<file path="src/verilog/fls_pkg.sv">
// Package with register map, field layout and timing constants of the flash sequencer
package fls_pkg;
	// ==========================================
	// Register map
	localparam logic [7:0] FLS_ADDR_CONTROL = 8'h10;
	localparam logic [7:0] FLS_ADDR_STATUS = 8'h14;
	localparam logic [7:0] FLS_CONTROL_RESET = 8'h00;
	localparam logic [31:0] FLS_UNMAPPED_READ = 32'h0000_0000;
	// ==========================================
	// Control field positions
	localparam int FLS_BIT_LEVEL_LO = 0;
	localparam int FLS_BIT_ARM = 2;
	localparam int FLS_BIT_BURST_LO = 3;
	localparam int FLS_BIT_PWM = 5;
	localparam int FLS_BIT_SAFETY = 6;
	// ==========================================
	// Level codes and duration codes
	localparam logic [1:0] FLS_LEVEL_FULL = 2'h3;
	localparam logic [1:0] FLS_BURST_FOLLOW = 2'h3;
	// ==========================================
	// Timing
	localparam int FLS_CLK_HZ = 100_000_000;
	localparam int FLS_BURST0_MS = 200;
	localparam int FLS_BURST1_MS = 400;
	localparam int FLS_BURST2_MS = 600;
	localparam int FLS_SAFETY_MS = 1200;
	localparam int FLS_CYC_PER_MS = FLS_CLK_HZ / 1000;
	localparam int FLS_BURST0_CYC = FLS_BURST0_MS * FLS_CYC_PER_MS;
	localparam int FLS_BURST1_CYC = FLS_BURST1_MS * FLS_CYC_PER_MS;
	localparam int FLS_BURST2_CYC = FLS_BURST2_MS * FLS_CYC_PER_MS;
	localparam int FLS_SAFETY_CYC = FLS_SAFETY_MS * FLS_CYC_PER_MS;
	// ==========================================
	// Sequencer states
	typedef enum logic [1:0] {
		FLS_ST_OFF = 2'b00,
		FLS_ST_TORCH = 2'b01,
		FLS_ST_BURST = 2'b10,
		FLS_ST_DONE = 2'b11
	} fls_state_t;
endpackage : fls_pkg

</file>
<file path="src/verilog/fls_edge_detect.sv">
// Rising edge detector for a synchronous input
`timescale 1ns/100ps
module fls_edge_detect (
	input wire logic clk,
	input wire logic rst_n,
	input wire logic level_in,
	output logic rise
);
	logic last_reg;
	logic last_next;

	always_comb begin
		last_next = level_in;
	end

	always_ff @(posedge clk or negedge rst_n) begin
		if (!rst_n) begin
			last_reg <= 1'b0;
		end else begin
			last_reg <= last_next;
		end
	end

	assign rise = level_in & ~last_reg;
endmodule : fls_edge_detect

</file>
<file path="src/verilog/fls_burst_timer.sv">
// Cycle counter that flags when a selected burst length has elapsed
`timescale 1ns/100ps
module fls_burst_timer #(
	parameter int CW = 28
) (
	input wire logic clk,
	input wire logic rst_n,
	input wire logic clear,
	input wire logic run,
	input wire logic [CW-1:0] limit,
	output logic expired
);
	logic [CW-1:0] count_reg;
	logic [CW-1:0] count_next;

	always_comb begin
		count_next = count_reg;
		if (clear) begin
			count_next = '0;
		end else if (run && !expired) begin
			count_next = count_reg + 1'b1;
		end
	end

	always_ff @(posedge clk or negedge rst_n) begin
		if (!rst_n) begin
			count_reg <= '0;
		end else begin
			count_reg <= count_next;
		end
	end

	assign expired = (count_reg >= limit);
endmodule : fls_burst_timer

</file>
<file path="src/verilog/fls_sequencer.sv">
// Flash LED sequencer: register slave, arm and burst state machine, sink control
//
// Register access over Avalon-MM is this design's own decision.
`timescale 1ns/100ps
// How it works
// - Arm clear keeps sink fully off, no bias.
// - Arm set enables sink at selected level.
// - Level code picks quarter, half, three-quarter, full.
// - Arming immediately gives torch current at level.
// - Trigger rise while armed fires full current.
// - Duration code 200/400/600 ms or trigger-follow.
// - Burst end shuts output off despite arm.
// - Re-arm needs arm written zero then one.
// - Hardware never clears arm bit itself.
// - Follow mode with safety stops after 1.2 s.
// - Control bit 5 enables external PWM gating.
module fls_sequencer
	import fls_pkg::*;
#(
	parameter int BURST0_CYC = FLS_BURST0_CYC,
	parameter int BURST1_CYC = FLS_BURST1_CYC,
	parameter int BURST2_CYC = FLS_BURST2_CYC,
	parameter int SAFETY_CYC = FLS_SAFETY_CYC
) (
	input wire logic clk,
	input wire logic rst_n,
	input wire logic [7:0] avs_address,
	input wire logic avs_read,
	input wire logic avs_write,
	input wire logic [31:0] avs_writedata,
	input wire logic [3:0] avs_byteenable,
	output logic [31:0] avs_readdata,
	output logic avs_waitrequest,
	input wire logic flash_trigger,
	input wire logic external_pwm_in,
	output logic sink_enable,
	output logic bias_enable,
	output logic [1:0] sink_level
);
	localparam int CW = 28;

	// ==========================================
	// Register state
	logic [7:0] control_reg;
	logic [7:0] control_next;
	logic [31:0] rdata_reg;
	logic [31:0] rdata_next;
	logic ack_reg;
	logic ack_next;
	fls_state_t state_reg;
	fls_state_t state_next;
	logic sink_reg;
	logic sink_next;
	logic bias_reg;
	logic bias_next;
	logic [1:0] level_reg;
	logic [1:0] level_next;

	logic flash_arm;
	logic [1:0] torch_level;
	logic [1:0] burst_length_sel;
	logic external_pwm_gate;
	logic safety_en;
	logic trig_rise;
	logic burst_done;
	logic safety_done;
	logic [CW-1:0] burst_limit;
	logic bus_take;
	logic ctl_write;
	logic [31:0] status_word;

	function automatic logic [CW-1:0] fls_burst_cycles(input logic [1:0] sel);
		case (sel)
			2'h0: fls_burst_cycles = CW'(BURST0_CYC);
			2'h1: fls_burst_cycles = CW'(BURST1_CYC);
			2'h2: fls_burst_cycles = CW'(BURST2_CYC);
			default: fls_burst_cycles = CW'(SAFETY_CYC);
		endcase
	endfunction : fls_burst_cycles

	// Status word: sink, bias, spare zero, state code
	function automatic logic [31:0] fls_status_word(
		input fls_state_t st,
		input logic sink,
		input logic bias
	);
		fls_status_word = {27'h0, sink, bias, 1'b0, st};
	endfunction : fls_status_word

	assign flash_arm = control_reg[FLS_BIT_ARM];
	assign torch_level = control_reg[FLS_BIT_LEVEL_LO +: 2];
	assign burst_length_sel = control_reg[FLS_BIT_BURST_LO +: 2];
	assign external_pwm_gate = control_reg[FLS_BIT_PWM];
	assign safety_en = control_reg[FLS_BIT_SAFETY];
	assign burst_limit = fls_burst_cycles(burst_length_sel);

	// ==========================================
	// Submodules
	fls_edge_detect u_trig_edge (
		.clk(clk),
		.rst_n(rst_n),
		.level_in(flash_trigger),
		.rise(trig_rise)
	);

	fls_burst_timer #(.CW(CW)) u_timer (
		.clk(clk),
		.rst_n(rst_n),
		.clear(state_reg != FLS_ST_BURST),
		.run(state_reg == FLS_ST_BURST),
		.limit(burst_limit),
		.expired(burst_done)
	);

	// In follow mode the limit is the safety time; only honoured with safety on
	assign safety_done = burst_done && safety_en;

	// ==========================================
	// Avalon-MM slave, one wait cycle per access
	// Request taken in its first cycle, answered in its second
	assign bus_take = (avs_read || avs_write) && !ack_reg;
	assign ctl_write = bus_take && avs_write && (avs_address == FLS_ADDR_CONTROL) && avs_byteenable[0];
	assign status_word = fls_status_word(state_reg, sink_reg, bias_reg);

	always_comb begin
		control_next = control_reg;
		rdata_next = rdata_reg;
		ack_next = 1'b0;
		if (bus_take) begin
			ack_next = 1'b1;
		end
		if (ctl_write) begin
			// Only software moves the arm bit
			control_next = avs_writedata[7:0];
		end
		if (bus_take && avs_read) begin
			case (avs_address)
				FLS_ADDR_CONTROL: rdata_next = {24'h00_0000, control_reg};
				FLS_ADDR_STATUS: rdata_next = status_word;
				default: rdata_next = FLS_UNMAPPED_READ;
			endcase
		end
	end

	always_ff @(posedge clk or negedge rst_n) begin
		if (!rst_n) begin
			control_reg <= FLS_CONTROL_RESET;
			rdata_reg <= 32'h0000_0000;
			ack_reg <= 1'b0;
		end else begin
			control_reg <= control_next;
			rdata_reg <= rdata_next;
			ack_reg <= ack_next;
		end
	end

	assign avs_readdata = rdata_reg;
	assign avs_waitrequest = bus_take;

	// ==========================================
	// Arm and burst sequencer
	always_comb begin
		state_next = state_reg;
		case (state_reg)
			FLS_ST_OFF: begin
				if (flash_arm) begin
					state_next = FLS_ST_TORCH;
				end
			end
			FLS_ST_TORCH: begin
				if (!flash_arm) begin
					state_next = FLS_ST_OFF;
				end else if (trig_rise) begin
					state_next = FLS_ST_BURST;
				end
			end
			FLS_ST_BURST: begin
				if (!flash_arm) begin
					state_next = FLS_ST_OFF;
				end else if (burst_length_sel == FLS_BURST_FOLLOW) begin
					if (!flash_trigger || safety_done) begin
						state_next = FLS_ST_DONE;
					end
				end else if (burst_done) begin
					state_next = FLS_ST_DONE;
				end
			end
			FLS_ST_DONE: begin
				if (!flash_arm) begin
					state_next = FLS_ST_OFF;
				end
			end
			default: state_next = FLS_ST_OFF;
		endcase
	end

	always_ff @(posedge clk or negedge rst_n) begin
		if (!rst_n) begin
			state_reg <= FLS_ST_OFF;
		end else begin
			state_reg <= state_next;
		end
	end

	// ==========================================
	// Sink drive, registered
	always_comb begin
		sink_next = 1'b0;
		bias_next = 1'b0;
		level_next = 2'h0;
		case (state_next)
			FLS_ST_TORCH: begin
				bias_next = 1'b1;
				sink_next = 1'b1;
				level_next = torch_level;
			end
			FLS_ST_BURST: begin
				bias_next = 1'b1;
				sink_next = 1'b1;
				level_next = FLS_LEVEL_FULL;
			end
			default: begin
				sink_next = 1'b0;
				bias_next = 1'b0;
				level_next = 2'h0;
			end
		endcase
		if (external_pwm_gate && !external_pwm_in) begin
			sink_next = 1'b0;
		end
	end

	always_ff @(posedge clk or negedge rst_n) begin
		if (!rst_n) begin
			sink_reg <= 1'b0;
			bias_reg <= 1'b0;
			level_reg <= 2'h0;
		end else begin
			sink_reg <= sink_next;
			bias_reg <= bias_next;
			level_reg <= level_next;
		end
	end

	assign sink_enable = sink_reg;
	assign bias_enable = bias_reg;
	assign sink_level = level_reg;
endmodule : fls_sequencer

</file>
<file path="config.mk">
export PLATFORM = sky130hd
export DESIGN_NAME = fls_sequencer
export DESIGN_NICKNAME = d
export VERILOG_FILES = /design/src/verilog/fls_pkg.sv /design/src/verilog/fls_edge_detect.sv /design/src/verilog/fls_burst_timer.sv /design/src/verilog/fls_sequencer.sv
export SDC_FILE = /design/constraint.sdc
export NUM_CORES = 1
export LEC_CHECK = 0
export ABC_AREA = 1
export BUFFER_PORTS_ARGS = -buffer_cell sky130_fd_sc_hd__buf_2
export CORE_ASPECT_RATIO = 1.25
export CORE_MARGIN = 2
export CORE_UTILIZATION = 35
export DETAILED_ROUTE_END_ITERATION = 10
export PLACE_DENSITY = 0.62
export SYNTH_ARGS = -nofsm -noshare
export SYNTH_HDL_FRONTEND = slang
export SYNTH_SLANG_ARGS = --single-unit
</file>
<file path="constraint.sdc">
create_clock -name clk -period 2.8 [get_ports clk]
set_input_delay 0.14 -clock clk [delete_from_list [all_inputs] [get_ports clk]]
set_output_delay 0.14 -clock clk [all_outputs]
set_load 0.03 [all_outputs]
</file>
# Word level (Yosys, flattened, before mapping)
# Cells that the tools add are included.
[classes]
eq_ne = 11
mux = 17
add_sub_neg = 1
reduce_logical = 18
order_cmp = 1
bitwise = 2
[op_table]
columns = ["operator", "n"]
rows = [
  ["$pmux 27 s3", 1],
  ["$mux 28", 2],
  ["$add 28x1->28 const B", 1],
  ["$ge 28x27->1", 1],
  ["$eq 8x5->1 const B", 2],
  ["$mux 2", 8],
  ["$pmux 8 s2", 1],
  ["$eq 2x2->1 const B", 5],
  ["$logic_and 1x1->1", 8],
  ["$pmux 2 s4", 1],
  ["$eq 2x1->1 const B", 3],
  ["$logic_not 1->1", 4],
  ["$logic_not 2->1", 2],
  ["$pmux 2 s2", 1],
  ["$mux 1", 3],
  ["$logic_or 1x1->1", 2],
  ["$ne 2x2->1 const B", 1],
  ["$reduce_bool 2->1", 1],
  ["$reduce_or 2->1", 1],
  ["$and 1x1->1", 1],
  ["$not 1->1", 1],
]
[word_totals]
elab_cells = 59
out_inout_bits = 37
input_bits = 50
register_bits = 76

# Logic depth before layout (Yosys ltp)
[depth]
ltp_word = 13
ltp_mapped = 20
mapped_depth_nobuf = 20

# By module
# Synthesis repeated with hierarchy kept, for this count alone.
[hier_totals]
cells_unflattened = 599
area_unflattened_um2 = 4085.2
[by_module_without_submodules]
columns = ["module", "instances", "seq_area_each_um2", "area_each_um2", "cells_each"]
rows = [
  ["fls_burst_timer", 1, 700.7, 2761.4, 428],
  ["fls_sequencer", 1, 575.6, 1288.7, 168],
  ["fls_edge_detect", 1, 25.0, 35.0, 3],
]

# Worst setup path after synthesis
# No wires, ideal clock.
[synth_path]
path_kind = "register to register"
from = "reg control_reg[3]"
to = "reg level_reg[0], in the netlist sink_level[0]"
setup_time_ps = 77
arrival_ps = 2168
period_less_slack_ps = 2245
slack_ps = 555
n_path_buf = 0
required_time_ps = 2723
path_stages_with_launch = 18
path_cell_list = "dfrtp_1 -> inv_1 -> nor2_1 -> inv_1 -> ha_1 -> nand2_1 -> nor2_1 -> nand2_1 -> nor2_1 -> nand2_1 -> nand3_2 -> nand2_1 -> nand2_1 -> nand2_1 -> nand2_1 -> nand2_1 -> ha_1 -> a21oi_1"
[synth_via]
elab_chain_len = 11
elab_cells_between_ends = 16
classes_between = "order compare (1); eq/ne (5); mux (7); reduce/logical (3)"
[synth_lines]
columns = ["element", "line", "text"]
rows = [
  ["start: declaration", "fls_sequencer.sv:44", "logic [7:0] control_reg;"],
  ["start signal: assignment", "fls_sequencer.sv:151", "control_reg <= control_next;"],
  ["$eq 2x2->1, or another cell as far along", "fls_sequencer.sv:73", "case (sel)"],
  ["$pmux 27 s3", "fls_sequencer.sv:73", ""],
  ["$ge 28x27->1", "fls_burst_timer.sv:33", "assign expired = (count_reg >= limit);"],
  ["$logic_and 1x1->1", "fls_sequencer.sv:116", "assign safety_done = burst_done && safety_en;"],
  ["$logic_or 1x1->1", "fls_sequencer.sv:181", "if (!flash_trigger || safety_done) begin"],
  ["$mux 2", "fls_sequencer.sv:181", ""],
  ["$mux 2 *", "fls_sequencer.sv:180", "end else if (burst_length_sel == FLS_BURST_FOLLOW) begin"],
  ["$mux 2 *", "fls_sequencer.sv:178", "if (!flash_arm) begin"],
  ["$pmux 2 s4 *", "fls_sequencer.sv:164", "case (state_reg)"],
  ["$eq 2x2->1 or $eq 2x1->1 (tied branches)", "fls_sequencer.sv:211", "case (state_next)"],
  ["$pmux 2 s2 *", "fls_sequencer.sv:211", ""],
  ["named net level_next[0]", "fls_sequencer.sv:57", "logic [1:0] level_next;"],
  ["end signal: assignment", "fls_sequencer.sv:241", "level_reg <= level_next;"],
  ["end: declaration", "fls_sequencer.sv:56", "logic [1:0] level_reg;"],
]
# The timed path passes the listed nets; every way through them passes the cells marked *.
# A chain may end at the register's enable or synchronous reset.

# Worst setup path in the final report
[layout_path]
from = "reg control_reg[3]"
to = "reg level_reg[1], in the netlist sink_level[1]"
# The elaborated chain is that of the path after synthesis.

==> results.yml <==
worst_setup_path:
  endpoint_kind: "register"
  start_kind: "register"
  cp.required_ps: 3020
  worstPathArrival_ps: 2680
  crit_fanout: 5
  path_class: "reg2reg"
power_and_ir_drop:
  max-vdd-ir-drop_mv: 0.235
  leakage_nw: 2.10
  p_per_area_nw_per_um2: 399
sta:
  grt_setup_unrepaired: "no"
  fin_crit_ps: 2460
  finalSetupTns_ps: 0
  worstMarginPinSlew_ps: 623
  final_hold_viol_count: 0
  max_clock_freq_mhz: 407
  finalSetupViolCount: 0
  finClkSkew_ps: 5.37
  worst_slew_margin_rel: 0.585
  holdWs_ps: 48.6
  final.setup.worst_slack_ps: 341
  min_period_over_period: 0.878
  report.final.slew_viol_count: 0
place:
  place_ws_ps: 218
  hpwl_um: 6660
  dpl-instance-area_um2: 3930
  port_buffers: 35
  gp_congestion: 0.975
floorplanning:
  dieArea_um2: 11500
  coreArea_um2: 10500
  die_width_um: 96.4
  start_util: 0.356
  ioPinCount: 87
  rows: 42
  die_h_um: 120
finish:
  n_antenna_cell: 0
  drive_gt1_frac: 0.149
  largest_reg_flops: 28
  syn2layout_area_growth_pct: 10.6
  stdcell_area_um2: 4130
  fillers: 1119
  nets: 614
clock_network:
  cts_inserted_buffers: 5
  cts_htree_levels: 2
  cts_tree: "done"
  clk_pin_slew_worst_paths_ps: 70
  clockBufferDepth: 2
  clock_sinks: 52
  cts_root_buf: "clkbuf_16"
  insertion_delay_ps: 300
synth:
  synthCells: 503
  synth_xor_area_frac: 0.0422
  synth_edf_count: 0
  ys_top_cells_by_count: "nand2_1 (130), inv_1 (76), dfrtp_1 (52)"
  yosys.area_share.adder: 0.0737
  syn_area_um2: 3740
  yosysTopAreaCellShare: 0.348
  synth_top_family_by_area: "simple AND/OR/NAND/NOR gates"
  ys_async_sr_fraction: 1.00
  synth_seq_cells: 52
  synthMuxAreaShare: 0
  yosys.area.top_type: "dfrtp_1"
  syn-mean-instance-area_um2: 7.43
  synth-compound-area-share: 0.0733
  yosysUniqueCellTypes: 33
  yosys_warnings: 0
  synth-simple-area-share: 0.305
  synth.area.top_cells: "dfrtp_1 (35%), nand2_1 (13%), inv_1 (7.6%), ha_1 (7.4%), buf_4 (4.8%)"
  synth_ff_type: "dfrtp_1"
  ys_seq_area_frac: 0.348
  yosysMostFrequentCell: "nand2_1"
global_routing:
  grt_pass1_wl_um: 14500
  antenna_found_initial: 0
  gr-total-overflow: 0
  grt_pass1_vias: 3092
  grt_max_degree: 29
  grt_usage: 0.160
drt:
  wl_met3_um: 355
  drt_iter0_drc: 171
  vias: 3206
  route.detailed.drc: 0
  met2_wirelength_um: 4310
  avgViaCountPerCell: 4.75
  routed_wl_um: 8500
  antenna_left: 0
  highest_layer: "met4"
  wire_per_inst_um: 12.6
  met1Wirelength_um: 3660
  first_pass_iters: 5
flow_run:
  cap_violations: 0
status:
  status: "finished clean"
hold_path:
  hold_path_class: "in2reg"
[final cells by class]
| cell class | count | area [µm²] | area share |
|---|---|---|---|
| Clock inverter | 3 | 42.5 | 0.0103 |
| Inverter | 82 | 308 | 0.0745 |
| Timing Repair Buffer | 43 | 240 | 0.0581 |
| Sequential cell | 52 | 1300 | 0.315 |
| Multi-Input combinational cell | 358 | 1950 | 0.472 |
| Tap cell | 132 | 165 | 0.0400 |
| Clock buffer | 5 | 125 | 0.0303 |
[placed cells by master (no fill, tap or decap), types with 5 or more instances in the layout]
master	instances
inv_1	76
dfrtp_1	51
inv_2	6
nand4_1	8
o21ai_0	14
nor2_1	39
o21ai_1	14
nand3b_1	11
conb_1	24
a21oi_1	8
nand3_2	8
ha_1	22
clkbuf_16	5
nand2_1	130
buf_2	35
buf_4	6
nor3_1	13
nand3_1	23
xor2_1	18
[worst max-delay path: stages (launching register included)]
cell     delay [ps]
dfrtp_2         450
nor2_2          270
inv_1            70
ha_1            300
nand2_1          50
nor2_1           90
nand2_1          70
nor2_1           90
nand2_1          70
nand3_2         170
nand2_1          70
nand2_1          60
nand2_1          60
nand2_1          60
nand2_1          50
ha_1            340
a21oi_1         130
[metal layers]
metal  track usage  vias to the layer above
met5             0                        -
met4        0.0511                        0
met3        0.0257                       14
met2         0.275                       86
met1         0.202                     1484
li1              -                     1622
[final timing paths]
path / from / end / slack (ps) / cells past startpoint
worst max-delay path: control_reg[3] / sink_level[1] / 340 / 16
worst min-delay path: avs_writedata[7] / control_reg[7] / 50 / 3
worst max register to register: control_reg[3] / sink_level[1] / 340 / 16
worst min register to register: ack_reg / ack_reg / 460 / 1
max in group asynchronous: rst_n / u_timer.count_reg[8] / 1630 / 3
min in group asynchronous: rst_n / avs_readdata[1] / 390 / 2
[through the flow]
step	total power, mW	util	cells
after floorplan	0.924	-	526
after global placement	0.953	0.374	665
after detailed placement	0.956	0.374	665
after CTS	1.66	0.392	675
after global routing	1.71	0.393	675
final	1.65	0.393	675
[power breakdown]
part / leakage, nW / switching (mW) / internal (mW) / total [mW]
Sequential: 0.670 / 0.00972 / 0.763 / 0.773
Combinational: 1.35 / 0.129 / 0.0392 / 0.168
Clock: 0.0798 / 0.285 / 0.420 / 0.706
Total: 2.10 / 0.424 / 1.22 / 1.65
[logic make-up after synthesis]
kind of cell	Yosys count
AO/OA/AOI/OAI	47
other	1
flip-flops	52
XOR/XNOR	18
adder cells (fa/ha/maj)	22
buffers and inverters	116
AND/OR/NAND/NOR	247
[what timing repair did]
| action | in CTS | in global routing |
|---|---|---|
| hold buffers | 2 | 0 |
| setup endpoints to repair | 0 | 5 |
| buffers inserted | 0 | 0 |
| hold endpoints to repair | 27 | 0 |
| resized for setup | 0 | 4 |
No activity file was read; power rests on OpenSTA's default activity.
